**src/rtl/io_expander_consts.svh**
```systemverilog
// Notes on behaviour
// - Eight quasi-bidirectional pins behind a serial slave.
// - Writes go to the port latch; reads sample the pins.
// - Written outputs held until next write.
// - Alert whenever pins differ from input register.
// - Alert is active low, open drain.
// - Reset leaves all pins released, reading high.
// - Three straps select one of eight addresses.
// - Variants differ only in fixed address part.
// - Last address bit: one read, zero write.
// - Fixed part bits six-three, straps two-zero.
// - Reads return live pin levels.
// - Zero drives pin low, one releases it.
`ifndef IO_EXPANDER_CONSTS_SVH
`define IO_EXPANDER_CONSTS_SVH

`define PORT_WIDTH 8
`define ADDR_WIDTH 7
`define STRAP_WIDTH 3
`define FIXED_WIDTH 4
`define FIXED_ADDR_STD 4'h4
`define FIXED_ADDR_ALT 4'h7
`define BUS_RATE_KHZ 400
`define BYTE_BITS 4'h8
`define READ_LAST_BIT 4'h7
`define PORT_RESET 8'hFF
`define DRIVE_RESET 8'h00
`define STRAP_RESET 3'h0

`endif

```
**src/rtl/io_expander_pkg.sv**
```systemverilog
package io_expander_pkg;

   typedef struct packed {
      logic scl;
      logic sda;
   } bus_lines_t;

   typedef enum logic [5:0] {
      st_idle = 6'h01,
      st_addr = 6'h02,
      st_addr_ack = 6'h04,
      st_write = 6'h08,
      st_write_ack = 6'h10,
      st_read = 6'h20
   } slave_state_t;

endpackage : io_expander_pkg

```
**src/rtl/serial_io_expander_8bit.sv**
```systemverilog
`timescale 1ns/1ns
`default_nettype none
`include "io_expander_consts.svh"

module serial_io_expander_8bit
   import io_expander_pkg::*;
#(
   parameter logic [`FIXED_WIDTH-1:0] fixed_addr = `FIXED_ADDR_STD
) (
   input wire logic clock,
   input wire logic rstn,
   input wire logic scl_in,
   input wire logic sda_in,
   output logic sda_out,
   output logic sda_oe,
   input wire logic [`STRAP_WIDTH-1:0] addr_strap,
   input wire logic [`PORT_WIDTH-1:0] port_in,
   output logic [`PORT_WIDTH-1:0] port_out,
   output logic [`PORT_WIDTH-1:0] port_oe,
   output logic alert_n_out,
   output logic alert_n_oe
);

   // ----------------------------------------------------------------
   // Input synchronisers
   // ----------------------------------------------------------------
   bus_lines_t bus_meta;
   bus_lines_t bus_sync;
   bus_lines_t bus_prev;
   logic [`PORT_WIDTH-1:0] port_meta;
   logic [`PORT_WIDTH-1:0] port_sync;
   logic [`STRAP_WIDTH-1:0] strap_meta;
   logic [`STRAP_WIDTH-1:0] strap_sync;

   always_ff @(posedge clock or negedge rstn) begin
      if (!rstn) begin
         bus_meta <= '1;
         bus_sync <= '1;
         bus_prev <= '1;
      end else begin
         bus_meta <= '{scl: scl_in, sda: sda_in};
         bus_sync <= bus_meta;
         bus_prev <= bus_sync;
      end
   end

   always_ff @(posedge clock or negedge rstn) begin
      if (!rstn) begin
         port_meta <= `PORT_RESET;
         port_sync <= `PORT_RESET;
         strap_meta <= `STRAP_RESET;
         strap_sync <= `STRAP_RESET;
      end else begin
         port_meta <= port_in;
         port_sync <= port_meta;
         strap_meta <= addr_strap;
         strap_sync <= strap_meta;
      end
   end

   logic scl_rise;
   logic scl_fall;
   logic bus_start;
   logic bus_stop;
   logic [`ADDR_WIDTH-1:0] own_addr;

   assign scl_rise = bus_sync.scl && !bus_prev.scl;
   assign scl_fall = !bus_sync.scl && bus_prev.scl;
   assign bus_start = bus_sync.scl && bus_prev.scl && bus_prev.sda && !bus_sync.sda;
   assign bus_stop = bus_sync.scl && bus_prev.scl && !bus_prev.sda && bus_sync.sda;
   assign own_addr = {fixed_addr, strap_sync};

   // ----------------------------------------------------------------
   // Serial slave sequencer
   // ----------------------------------------------------------------
   slave_state_t state;
   logic [`PORT_WIDTH-1:0] shift;
   logic [3:0] bit_cnt;
   logic rw;
   logic [`PORT_WIDTH-1:0] in_reg;
   logic [`PORT_WIDTH-1:0] drive_low;

   always_ff @(posedge clock or negedge rstn) begin
      if (!rstn) begin
         state <= st_idle;
         shift <= `DRIVE_RESET;
         bit_cnt <= 4'h0;
         rw <= 1'b0;
      end else if (bus_start) begin
         state <= st_addr;
         bit_cnt <= 4'h0;
      end else if (bus_stop) begin
         state <= st_idle;
      end else begin
         case (state)
            st_addr, st_write: begin
               if (scl_rise && bit_cnt != `BYTE_BITS) begin
                  shift <= {shift[`PORT_WIDTH-2:0], bus_sync.sda};
                  bit_cnt <= bit_cnt + 4'h1;
               end else if (scl_fall && bit_cnt == `BYTE_BITS) begin
                  bit_cnt <= 4'h0;
                  if (state == st_write) begin
                     state <= st_write_ack;
                  end else if (shift[`PORT_WIDTH-1:1] == own_addr) begin
                     rw <= shift[0];
                     state <= st_addr_ack;
                  end else begin
                     state <= st_idle;
                  end
               end
            end
            st_addr_ack, st_write_ack: begin
               if (scl_fall) begin
                  if (state == st_addr_ack && rw) begin
                     shift <= port_sync;
                     state <= st_read;
                  end else begin
                     state <= st_write;
                  end
               end
            end
            st_read: begin
               if (scl_fall) begin
                  if (bit_cnt == `READ_LAST_BIT) begin
                     bit_cnt <= `BYTE_BITS;
                  end else if (bit_cnt == `BYTE_BITS) begin
                     bit_cnt <= 4'h0;
                     shift <= port_sync;
                  end else begin
                     shift <= {shift[`PORT_WIDTH-2:0], 1'b1};
                     bit_cnt <= bit_cnt + 4'h1;
                  end
               end else if (scl_rise && bit_cnt == `BYTE_BITS && bus_sync.sda) begin
                  state <= st_idle;
               end
            end
            default: begin
               state <= st_idle;
            end
         endcase
      end
   end

   // Open-drain data line: the enable pulls the line low.
   always_ff @(posedge clock or negedge rstn) begin
      if (!rstn) begin
         sda_oe <= 1'b0;
      end else begin
         case (state)
            st_addr_ack, st_write_ack: sda_oe <= 1'b1;
            st_read: sda_oe <= (bit_cnt != `BYTE_BITS) && !shift[`PORT_WIDTH-1];
            default: sda_oe <= 1'b0;
         endcase
      end
   end

   assign sda_out = 1'b0;

   // ----------------------------------------------------------------
   // Port latch and pin drive
   // ----------------------------------------------------------------
   logic take_write;
   logic take_read;

   assign take_write = (state == st_write) && scl_fall && (bit_cnt == `BYTE_BITS) && !bus_start;
   assign take_read = (state == st_addr_ack) && rw && scl_fall && !bus_start && !bus_stop;

   always_ff @(posedge clock or negedge rstn) begin
      if (!rstn) begin
         drive_low <= `DRIVE_RESET;
      end else if (take_write) begin
         drive_low <= ~shift;
      end
   end

   genvar gi;
   generate
      for (gi = 0; gi < `PORT_WIDTH; gi = gi + 1) begin : g_pin
         assign port_oe[gi] = drive_low[gi];
         assign port_out[gi] = 1'b0;
      end
   endgenerate

   // ----------------------------------------------------------------
   // Change alert
   // ----------------------------------------------------------------
   always_ff @(posedge clock or negedge rstn) begin
      if (!rstn) begin
         in_reg <= `PORT_RESET;
      end else if (take_read) begin
         in_reg <= port_sync;
      end
   end

   always_ff @(posedge clock or negedge rstn) begin
      if (!rstn) begin
         alert_n_oe <= 1'b0;
      end else begin
         alert_n_oe <= (port_sync != in_reg) && !take_read;
      end
   end

   assign alert_n_out = 1'b0;

   // ----------------------------------------------------------------
   // Checks
   // ----------------------------------------------------------------
   a_alert_follows_diff: assert property (@(posedge clock) disable iff (!rstn)
      !take_read |=> alert_n_oe == $past(port_sync != in_reg))
      else $error("alert does not follow pin difference");

   a_alert_never_high: assert property (@(posedge clock) disable iff (!rstn)
      alert_n_oe |-> !alert_n_out && $past(port_sync != in_reg))
      else $error("alert drives high level");

   a_latch_holds: assert property (@(posedge clock) disable iff (!rstn)
      !$stable(drive_low) |-> $past(state) == st_write && $past(bit_cnt) == `BYTE_BITS)
      else $error("port latch changed outside write");

   a_write_inverts: assert property (@(posedge clock) disable iff (!rstn)
      take_write |=> port_oe == ~$past(shift) && state == st_write_ack)
      else $error("written byte not on pin drive");

   a_addr_match: assert property (@(posedge clock) disable iff (!rstn)
      $rose(state == st_addr_ack) |-> $past(shift[`PORT_WIDTH-1:1]) == {fixed_addr, strap_sync})
      else $error("acknowledged foreign address");

   a_read_dir: assert property (@(posedge clock) disable iff (!rstn)
      $rose(state == st_read) |-> rw && $past(state) == st_addr_ack)
      else $error("read entered without read direction");

   a_read_live: assert property (@(posedge clock) disable iff (!rstn)
      take_read |=> shift == $past(port_sync) && in_reg == $past(port_sync))
      else $error("read byte not live pin level");

   a_idle_release: assert property (@(posedge clock) disable iff (!rstn)
      (state == st_idle)[*2] |-> !sda_oe)
      else $error("data line driven while idle");

   c_write_byte: cover property (@(posedge clock) disable iff (!rstn) take_write);
   c_read_byte: cover property (@(posedge clock) disable iff (!rstn) take_read);
   c_alert_clear: cover property (@(posedge clock) disable iff (!rstn)
      alert_n_oe ##1 take_read ##1 !alert_n_oe);
   c_foreign_addr: cover property (@(posedge clock) disable iff (!rstn)
      state == st_addr ##1 state == st_idle);
   c_read_next_byte: cover property (@(posedge clock) disable iff (!rstn)
      state == st_read && scl_fall && bit_cnt == `BYTE_BITS);

endmodule : serial_io_expander_8bit
`default_nettype wire
```
**config.mk**
```make
export PLATFORM = sky130hd
export DESIGN_NAME = serial_io_expander_8bit
export DESIGN_NICKNAME = d
export VERILOG_FILES = /design/src/rtl/io_expander_pkg.sv /design/src/rtl/serial_io_expander_8bit.sv
export VERILOG_INCLUDE_DIRS = /design/src /design/src/rtl
export SDC_FILE = /design/constraint.sdc
export NUM_CORES = 1
export LEC_CHECK = 0
export BUFFER_PORTS_ARGS = -buffer_cell sky130_fd_sc_hd__clkbuf_2
export CELL_PAD_IN_SITES_DETAIL_PLACEMENT = 1
export CELL_PAD_IN_SITES_GLOBAL_PLACEMENT = 2
export CORE_ASPECT_RATIO = 0.5
export CORE_UTILIZATION = 41
export CTS_BUF_LIST = sky130_fd_sc_hd__clkbuf_8
export DETAILED_ROUTE_END_ITERATION = 8
export PLACE_DENSITY_LB_ADDON = 0.1
export SLEW_MARGIN = 20
export SYNTH_ARGS = -nofsm -noshare
export SYNTH_HDL_FRONTEND = slang
export SYNTH_SLANG_ARGS = --single-unit
```
**constraint.sdc**
```tcl
create_clock -name clock -period 2.32 [get_ports clock]
set_input_delay 0.232 -clock clock [delete_from_list [all_inputs] [get_ports clock]]
set_output_delay 0.232 -clock clock [all_outputs]
set_load 0.005 [all_outputs]
```
After elaboration in Yosys (flattened, before gate mapping)

Cells that the tools add are included.

Bits in registers: 65
Bits of input ports: 15
Output and inout bits: 20
Logic and storage cells: 110

Add/subtract/negate cells: 1
Equal/unequal tests: 23
Mux-type cells: 27
Bitwise gates (word level): 5
Reductions and logical operators: 36

Operators by type and width:

| kind                                                 | count |
|---|---|
| two-way mux 6 bit                                    | 8 |
| two-way mux 8 bit                                    | 6 |
| two-way mux 4 bit                                    | 7 |
| inequality test 4 bit (second input constant)        | 7 |
| case mux 8 bit (3 select lines)                      | 1 |
| logical AND 1 bit                                    | 20 |
| case mux 6 bit (3 select lines)                      | 1 |
| inequality test 2 bit (second input constant)        | 6 |
| zero test 1 bit                                      | 8 |
| inequality test 8 bit                                | 1 |
| NOT 8 bit                                            | 1 |
| case mux 4 bit (2 select lines)                      | 1 |
| AND reduction 8 bit                                  | 1 |
| equality test 7 x 6 -> 1 bit                         | 1 |
| AND reduction 7 bit                                  | 1 |
| equality test 6 x 2 -> 1 bit (second input constant) | 1 |
| equality test 6 x 3 -> 1 bit (second input constant) | 1 |
| equality test 6 x 4 -> 1 bit (second input constant) | 1 |
| equality test 6 x 5 -> 1 bit (second input constant) | 1 |
| equality test 6 bit (second input constant)          | 1 |
| nonzero test 3 bit                                   | 2 |
| two-way mux 5 bit                                    | 1 |
| AND reduction 5 bit                                  | 1 |
| adder 4 x 1 -> 4 bit (second input constant)         | 1 |
| 8 further kinds                                      | 12 |

Longest topological paths before layout

Gate-level depths: netlist (run 1).

Word-level depth: 9
Depth in mapped cells: 9
Depth with buffers taken out: 7

Worst setup path before layout (run 1)

OpenSTA, ideal clock, no wires.

Kind: flip-flop to flip-flop
Start: reg state[1]
End: reg shift[1]
Setup time: 0.125 ns
Data arrival time: 1.800 ns
Required time: 2.195 ns
Setup slack: 0.395 ns
Cell stages (with the launch flop): 6
Path buffers: 0
Clock period less this slack: 1.925 ns
Cells stage by stage: dfrtp_1 -> nor4b_4 -> nand2_2 -> o21ai_4 -> mux2_1 -> mux2_4

Cells in the longest elaborated chain, start to end: 4
Elaborated cells between the ends (all ways): 16
Those cells by class: 10 x eq/ne; 1 x mux; 5 x reduce/logical

Ends and longest elaborated chain:

| item                                                                         | RTL line                                                      | source |
|---|---|---|
| from (decl)                                                                  | serial_io_expander_8bit.sv:76                                 | `slave_state_t state;` |
| from (signal assigned)                                                       | serial_io_expander_8bit.sv:85                                 | `state <= st_idle;` |
| from (signal assigned)                                                       | serial_io_expander_8bit.sv:90                                 | `state <= st_addr;` |
| from (signal assigned)                                                       | serial_io_expander_8bit.sv:93                                 | `state <= st_idle;` |
| equality test 6 x 3 -> 1 bit, or another cell as far along                   | serial_io_expander_8bit.sv:95, serial_io_expander_8bit.sv:114 |  |
| OR reduction 2 bit / logical AND 1 bit (equally long branches)               | serial_io_expander_8bit.sv:95, serial_io_expander_8bit.sv:114 |  |
| inequality test 2 bit (no line) / nonzero test 3 bit (equally long branches) | -                                                             |  |
| AND reduction 8 bit (no line)                                                | -                                                             |  |
| to (signal assigned)                                                         | serial_io_expander_8bit.sv:98                                 | `` shift <= {shift[`PORT_WIDTH-2:0], bus_sync.sda}; `` |
| to (signal assigned)                                                         | serial_io_expander_8bit.sv:115                                | `shift <= port_sync;` |
| to (signal assigned)                                                         | serial_io_expander_8bit.sv:128                                | `shift <= port_sync;` |
| to (decl)                                                                    | serial_io_expander_8bit.sv:77                                 | `` logic [`PORT_WIDTH-1:0] shift; `` |

Parallel ways exist; a longest one is shown, timed or not.
A chain may end at the register's enable or synchronous reset.

Worst setup path in the final report (run 1)

Start: reg shift[5]
End: reg rw

Cells in the longest elaborated chain, start to end: 2

Ends and longest elaborated chain:

| item                          | RTL line                       | source |
|---|---|---|
| from (signal assigned)        | serial_io_expander_8bit.sv:86  | `` shift <= `DRIVE_RESET; `` |
| from (signal assigned)        | serial_io_expander_8bit.sv:98  |  |
| from (signal assigned)        | serial_io_expander_8bit.sv:115 |  |
| equality test 7 x 6 -> 1 bit  | serial_io_expander_8bit.sv:104 | `` end else if (shift[`PORT_WIDTH-1:1] == own_addr) begin `` |
| AND reduction 7 bit (no line) | -                              |  |
| to (signal assigned)          | serial_io_expander_8bit.sv:105 | `rw <= shift[0];` |
| to (decl)                     | serial_io_expander_8bit.sv:79  | `logic rw;` |

Every way passes these cells.

==> flow_summary.ini, run 1 <==
[clock_network]
cts_buffers = 9
h-tree-depth = 3
cts_tree = done
insertion_delay_ns = 0.36
cts_sinks = 65
cts-root-buf = clkbuf_8
cts_buffer_depth = 2
path_clk_slew_ns = 0.08

[route]
vias = 1875
drcViolationCount = 0
drt-vias-per-instance = 5.013
first_pass_iters = 4
drt_iter0_drc = 106
wl_per_cell_um = 16.26
wirelength_um = 6080
drtAntennaViolNets = 0

[worst_setup_path]
worstReg2RegEnd = rw
worstPathCellList = or4b_1 -> nor4_1 -> buf_4 -> nand4_1 -> mux2_1
cp.arrival_ns = 2.42
crit_path_max_incr_delay_ns = 0.54
r2r_slack_ns = 0.14
worstPathRequired_ns = 2.56
reg2reg_depth = 5
end_kind = flip-flop
slowest_stage = or4b_1
worstPathMaxFanout = 4
crit_end = rw
startpoint = shift[5]
startpoint_type = flip-flop
regToRegStartpoint = shift[5]
path_class = flip-flop to flip-flop

[floorplanning]
io_pins = 35
rows = 21
initial_core_util = 0.4313
die-area_mm2 = 0.007494
fp.dieW_um = 121.4
die_h_um = 61.72
core_area_mm2 = 0.006779

[grt]
grt_pass1_vias = 1965
grt_use_total = 0.1877
antenna_found_initial = 0
grt_remaining_overflow = 0
grt_max_degree = 66
grt_pass1_wl_um = 10120

[finish]
finish.utilization = 0.5113
nNetsFinal = 294
drive_above_1_share = 0.3369
area_delta_synth_final_pct = 18.53
antennaDiodeCount = 0

[synthesis]
synthArstFlopShare = 1.000
yosysWarnings = 0
synth_edf_count = 0
ys_ff_latch = 65
syn_inst = 229
synth_area_mm2 = 0.002924
avgSynthCellArea_um2 = 12.77
ys_seq_area_frac = 0.5695
synth_cell_type_count = 53
synth_flop_cell = dfrtp_1

[sta]
fin_ws_ns = 0.1352
drv_slew = 0
tightest_slew_ns = 0.5827
max_freq_ghz = 0.4577
clock_skew_ns = 0.01144
min_period_over_period = 0.9417
finalSetupViolations = 0
hold_viol = 0
rsz0062_at_grt = yes
tns_ns = 0
max-slew-margin-rel = 0.6105
fin_crit_ns = 2.185

[placement]
port_buffers = 24
dp_hpwl_um = 4207
dp_slack_ns = 0.1535
gp_congestion = 0.8224

[outcome]
status = finished clean

[min_path]
worstHoldPathType = flip-flop to flip-flop

[flow_run]
cap_viol_max_count = 0

[power]
ir_worst_vdd_v = 0.0003687
power_density_mw_per_mm2 = 632.3
power_leakage_nw = 1.591
power_w = 0.002191
-- area by class of cell --
cell class / instances / area, µm²
clock buffers: 9 / 123.9
inverters: 6 / 22.52
clock inverters: 7 / 53.80
fillers: 707 / 3313
well taps: 92 / 115.1
multi-input cells: 151 / 1155
flip-flops and latches: 65 / 1665
repair buffers: 44 / 330.3
-- worst min path at each step --
stage / startpoint / to / cells past startpoint
final: strap_meta[2] / strap_sync[2] / 0
after global routing: port_meta[7] / port_sync[7] / 0
after CTS: strap_meta[2] / strap_sync[2] / 0
after detailed placement: rstn / bit_cnt[0] / 2
after global placement: rstn / bit_cnt[0] / 2
after floorplan: rstn / alert_n_oe / 0
-- per-layer routing --
metal	GRT usage	up-vias	share of wire	routed length, µm
met2	0.3003	41	0.47	2832
met5	0	-	0	0
li1	-	885	-	-
met1	0.2366	945	0.48	2912
met4	0.04409	0	0.0048	29
met3	0.08668	4	0.050	305
-- through the flow --
step / instance area (µm²) / instances / hold slack (ns)
6_report: 3466 / 374 / 0.3547
4_1_cts: 3463 / 374 / 0.3565
3_3_place_gp: 3146 / 344 / 0.2694
5_1_grt: 3466 / 374 / 0.3616
2_1_floorplan: 2958 / 238 / -0.06359
3_5_place_dp: 3146 / 344 / 0.2755
-- cell families (layout without fill, tap and decap cells) --
group                      Yosys count  in the layout  synth area share
other                                1             10          0.001282
and+or+nand+nor                     58             58            0.1198
DFF                                 65             65            0.5695
adders and majority gates            2              2          0.008557
AOI/OAI and AO/OA                   41             41            0.1018
buffers and inverters               22             66           0.04792
muxes                               25             25            0.1061
xor gates and xnor gates            15             15           0.04493
-- critical path: cells and delay by family, from the launching register on --
kind          cells  cell delay [ns]
simple gates      3             1.12
buf+inv           1             0.20
mux               1             0.33
flops             1             0.42
-- power breakdown --
group          switching, W  total (W)  internal [W]
logic             0.0000652   0.000117     0.0000519
clock network      0.000475   0.000871      0.000396
registers         0.0000234    0.00120       0.00118
total              0.000563    0.00219       0.00163
-- layout by cell type, fill, tap and decap left out, drive strengths merged, types with 2 or more instances in the layout --
cell type and instances:
nor2 9, ha 2, a21oi 5, dfrtp 34
o21ai 14, o211ai 2, a31o 2, nor2b 3
and2 3, dlygate4sd3 14, nor3 2, xnor2 2
mux2 24, and4b 2, clkbuf 33, a211oi 2
dfstp 31, nor4 5, nand2b 3, buf 6
nor3b 4, inv 10, clkinvlp 2, nand2 20
o31ai 4, conb 10, a21boi 2, xor2 13
-- Yosys cell counts (2+ instances only) --
| cell | instances | area share |
|---|---|---|
| a211oi_1 | 2 | 0.0051 |
| a21oi_1 | 5 | 0.0086 |
| a31o_2 | 2 | 0.0060 |
| and2_1 | 3 | 0.0064 |
| and4b_1 | 2 | 0.0068 |
| buf_4 | 11 | 0.028 |
| buf_6 | 2 | 0.0077 |
| clkbuf_1 | 2 | 0.0026 |
| dfrtp_1 | 34 | 0.29 |
| dfstp_2 | 31 | 0.28 |
| ha_1 | 2 | 0.0086 |
| inv_1 | 6 | 0.0077 |
| mux2_1 | 16 | 0.062 |
| mux2_4 | 8 | 0.041 |
| nand2_1 | 19 | 0.024 |
| nand2b_1 | 3 | 0.0064 |
| nor2_1 | 9 | 0.012 |
| nor2b_1 | 3 | 0.0064 |
| nor3_1 | 2 | 0.0034 |
| nor3b_1 | 4 | 0.010 |
| nor4_1 | 3 | 0.0064 |
| nor4_2 | 2 | 0.0086 |
| o211ai_1 | 2 | 0.0051 |
| o21ai_0 | 11 | 0.019 |
| o31ai_1 | 4 | 0.010 |
| xnor2_1 | 2 | 0.0060 |
| xor2_1 | 13 | 0.039 |
-- what timing repair did --
action,CTS,global route
setup endpoints to repair,0,4
hold endpoints to repair,47,0
hold buffers,14,0
resized for setup,0,1
setup buffers,0,0
No activity file was read; power rests on OpenSTA's default activity.
==> inputs of run 2 (changes only) <==
- CORE_UTILIZATION: 41 -> 44
- clock period: 2.32 -> 2.8 ns (I/O delays scaled with it)
==> run 2 against run 1 <==
  * Die area decreased by 6.7%
  * Largest cell class unchanged
  * Register-to-register slack gained 0.32 ns
  * Wire length down 5.9%
  * Sequential cell count unchanged
  * Via count shrank 3.3%
  * Sequential power down 17%
  * Combinational power down 23%
==> flow_summary.ini, run 2 (synthesis results as in run 1) <==
[outcome]
status = finished clean

[finish]
nNetsFinal = 288
multiInputGateArea_mm2 = 0.001152
fin_area_mm2 = 0.003374
drive_above_1_share = 0.3261
seq_area_mm2 = 0.001665
area_delta_synth_final_pct = 15.40
final_common_cell = dfrtp_1
final.fill_count = 651
antennaDiodeCount = 0
layout.cells.most_common_list = dfrtp_1 (34), dfstp_2 (31), clkbuf_2 (24)

[sta]
min_period_over_period = 0.8372
rsz0062_at_grt = no
fin_crit_ns = 2.344
hold_viol = 0
max-slew-margin-rel = 0.4640
max_freq_ghz = 0.4266
finalSetupViolations = 0
tightest_slew_ns = 0.8040
drv_slew = 0
clock_skew_ns = 0.006968
tns_ns = 0

[worst_setup_path]
worstPathCellList = nor4_2 -> nand2_1 -> nand2_1 -> o2111a_1 -> mux2_4
crit_buf_inv = 0
slowest_stage = o2111a_1
startpoint_type = flip-flop
path_class = flip-flop to flip-flop
crit_top_cell = nand2_1
path_delay_family = simple AND/OR/NAND/NOR gates
r2r_slack_ns = 0.46
crit_path_max_incr_delay_ns = 0.55
cp.arrival_ns = 2.59
worstPathRequired_ns = 3.04
worstPathMaxFanout = 8
end_kind = flip-flop

[grt]
top_usage_layer = met2
grt_pass1_wl_um = 9418
use_met1 = 0.2459
grt_pass1_vias = 1864
antenna_found_initial = 0
grt_use_total = 0.1922
grt_remaining_overflow = 0
use_met3 = 0.09509
grt_max_degree = 66
grtUsageMet2 = 0.2941

[route]
drt_iter0_drc = 76
wl_per_cell_um = 15.71
drt-vias-per-instance = 4.984
drtAntennaViolNets = 0
drcViolationCount = 0
first_pass_iters = 4
wirelength_um = 5720
vias = 1814

[placement]
dp_hpwl_um = 3881
port_buffers = 24
place_area_mm2 = 0.003085
gp_congestion = 0.8675

[floorplanning]
core_area_mm2 = 0.006231
initial_core_util = 0.4693
io_pins = 35
die_h_um = 59.65
fp.dieW_um = 117.3
rows = 20
die-area_mm2 = 0.006995

[power]
power_density_mw_per_mm2 = 530.9
power_leakage_nw = 1.562
ir_worst_vdd_v = 0.0004864

[clock_network]
cts_sinks = 65
cts_resized = 0
cts_buffers = 9
cts_buffer_depth = 2
path_clk_slew_ns = 0.08
cts_setup_buffers = 0
h-tree-depth = 3
insertion_delay_ns = 0.36
cts-root-buf = clkbuf_8
cts_tree = done

[flow_run]
cap_viol_max_count = 0

[min_path]
worstHoldPathType = primary input to flip-flop
==> run 2: cell count changes in the layout (fill, tap and decap cells not counted), moves of 2 or more <==
cell,change
buf_12,-2
buf_4,-2
clkinvlp_4,-2
dlygate4sd3_1,-2
inv_4,+3
inv_6,-2
==> run 2: worst paths after layout <==
| path | cells after the start | to | from |
|---|---|---|---|
| worst max-delay path | 5 | shift[5] | state[1] |
| worst min-delay path | 1 | strap_meta[1] | addr_strap[1] |
| worst max register to register | 5 | shift[5] | state[1] |
| worst min register to register | 0 | strap_sync[1] | strap_meta[1] |
| max in group asynchronous | 2 | strap_sync[0] | rstn |
| min in group asynchronous | 2 | bit_cnt[3] | rstn |
==> run 2: worst reg2reg max path, stage by stage, from the launching register on <==
cell      delay [ns]
dfrtp_1         0.48
nor4_2          0.44
nand2_1         0.26
nand2_1         0.14
o2111a_1        0.55
mux2_4          0.35
==> run 2: what timing repair did <==
item,4_1_cts,5_1_grt
hold buffers,10,2
endpoints found under the setup margin,0,0
endpoints found under the hold margin,10,2
==> run 2: layout make-up <==
| type | count | share of cell area |
|---|---|---|
| flip-flops and latches | 65 | 0.4935 |
| multi-input cells | 151 | 0.3415 |
| repair buffers | 38 | 0.07564 |
| clock buffers | 9 | 0.03671 |
| well taps | 88 | 0.03263 |
| clock inverters | 7 | 0.01335 |
| inverters | 6 | 0.006674 |
==> run 2: through the flow <==
stage	cells	utilization	power (W)	setup slack (ns)	hold WS, ns
finish	364	0.5416	0.001791	0.4558	0.02267
global placement	336	0.4952	0.001089	0.5158	0.3370
floorplan	238	-	0.001057	0.8752	-0.01559
CTS	362	0.5384	0.001818	0.4692	0.002891
global route	364	0.5416	0.001877	0.2933	-0.006128
detailed placement	336	0.4952	0.001092	0.4889	0.3411
==> run 2: where the power goes <==
group / internal, W / total, W / switching (W)
combinational: 0.0000378 / 0.0000905 / 0.0000527
sequential: 0.000978 / 0.000998 / 0.0000194
clock: 0.000322 / 0.000703 / 0.000382
total: 0.00134 / 0.00179 / 0.000454
==> run 2: routing by layer <==
metal | vias to the layer above | wire (µm)
met5 | - | 0
li1 | 871 | -
met2 | 38 | 2512
met3 | 6 | 305
met4 | 0 | 49
met1 | 899 | 2852
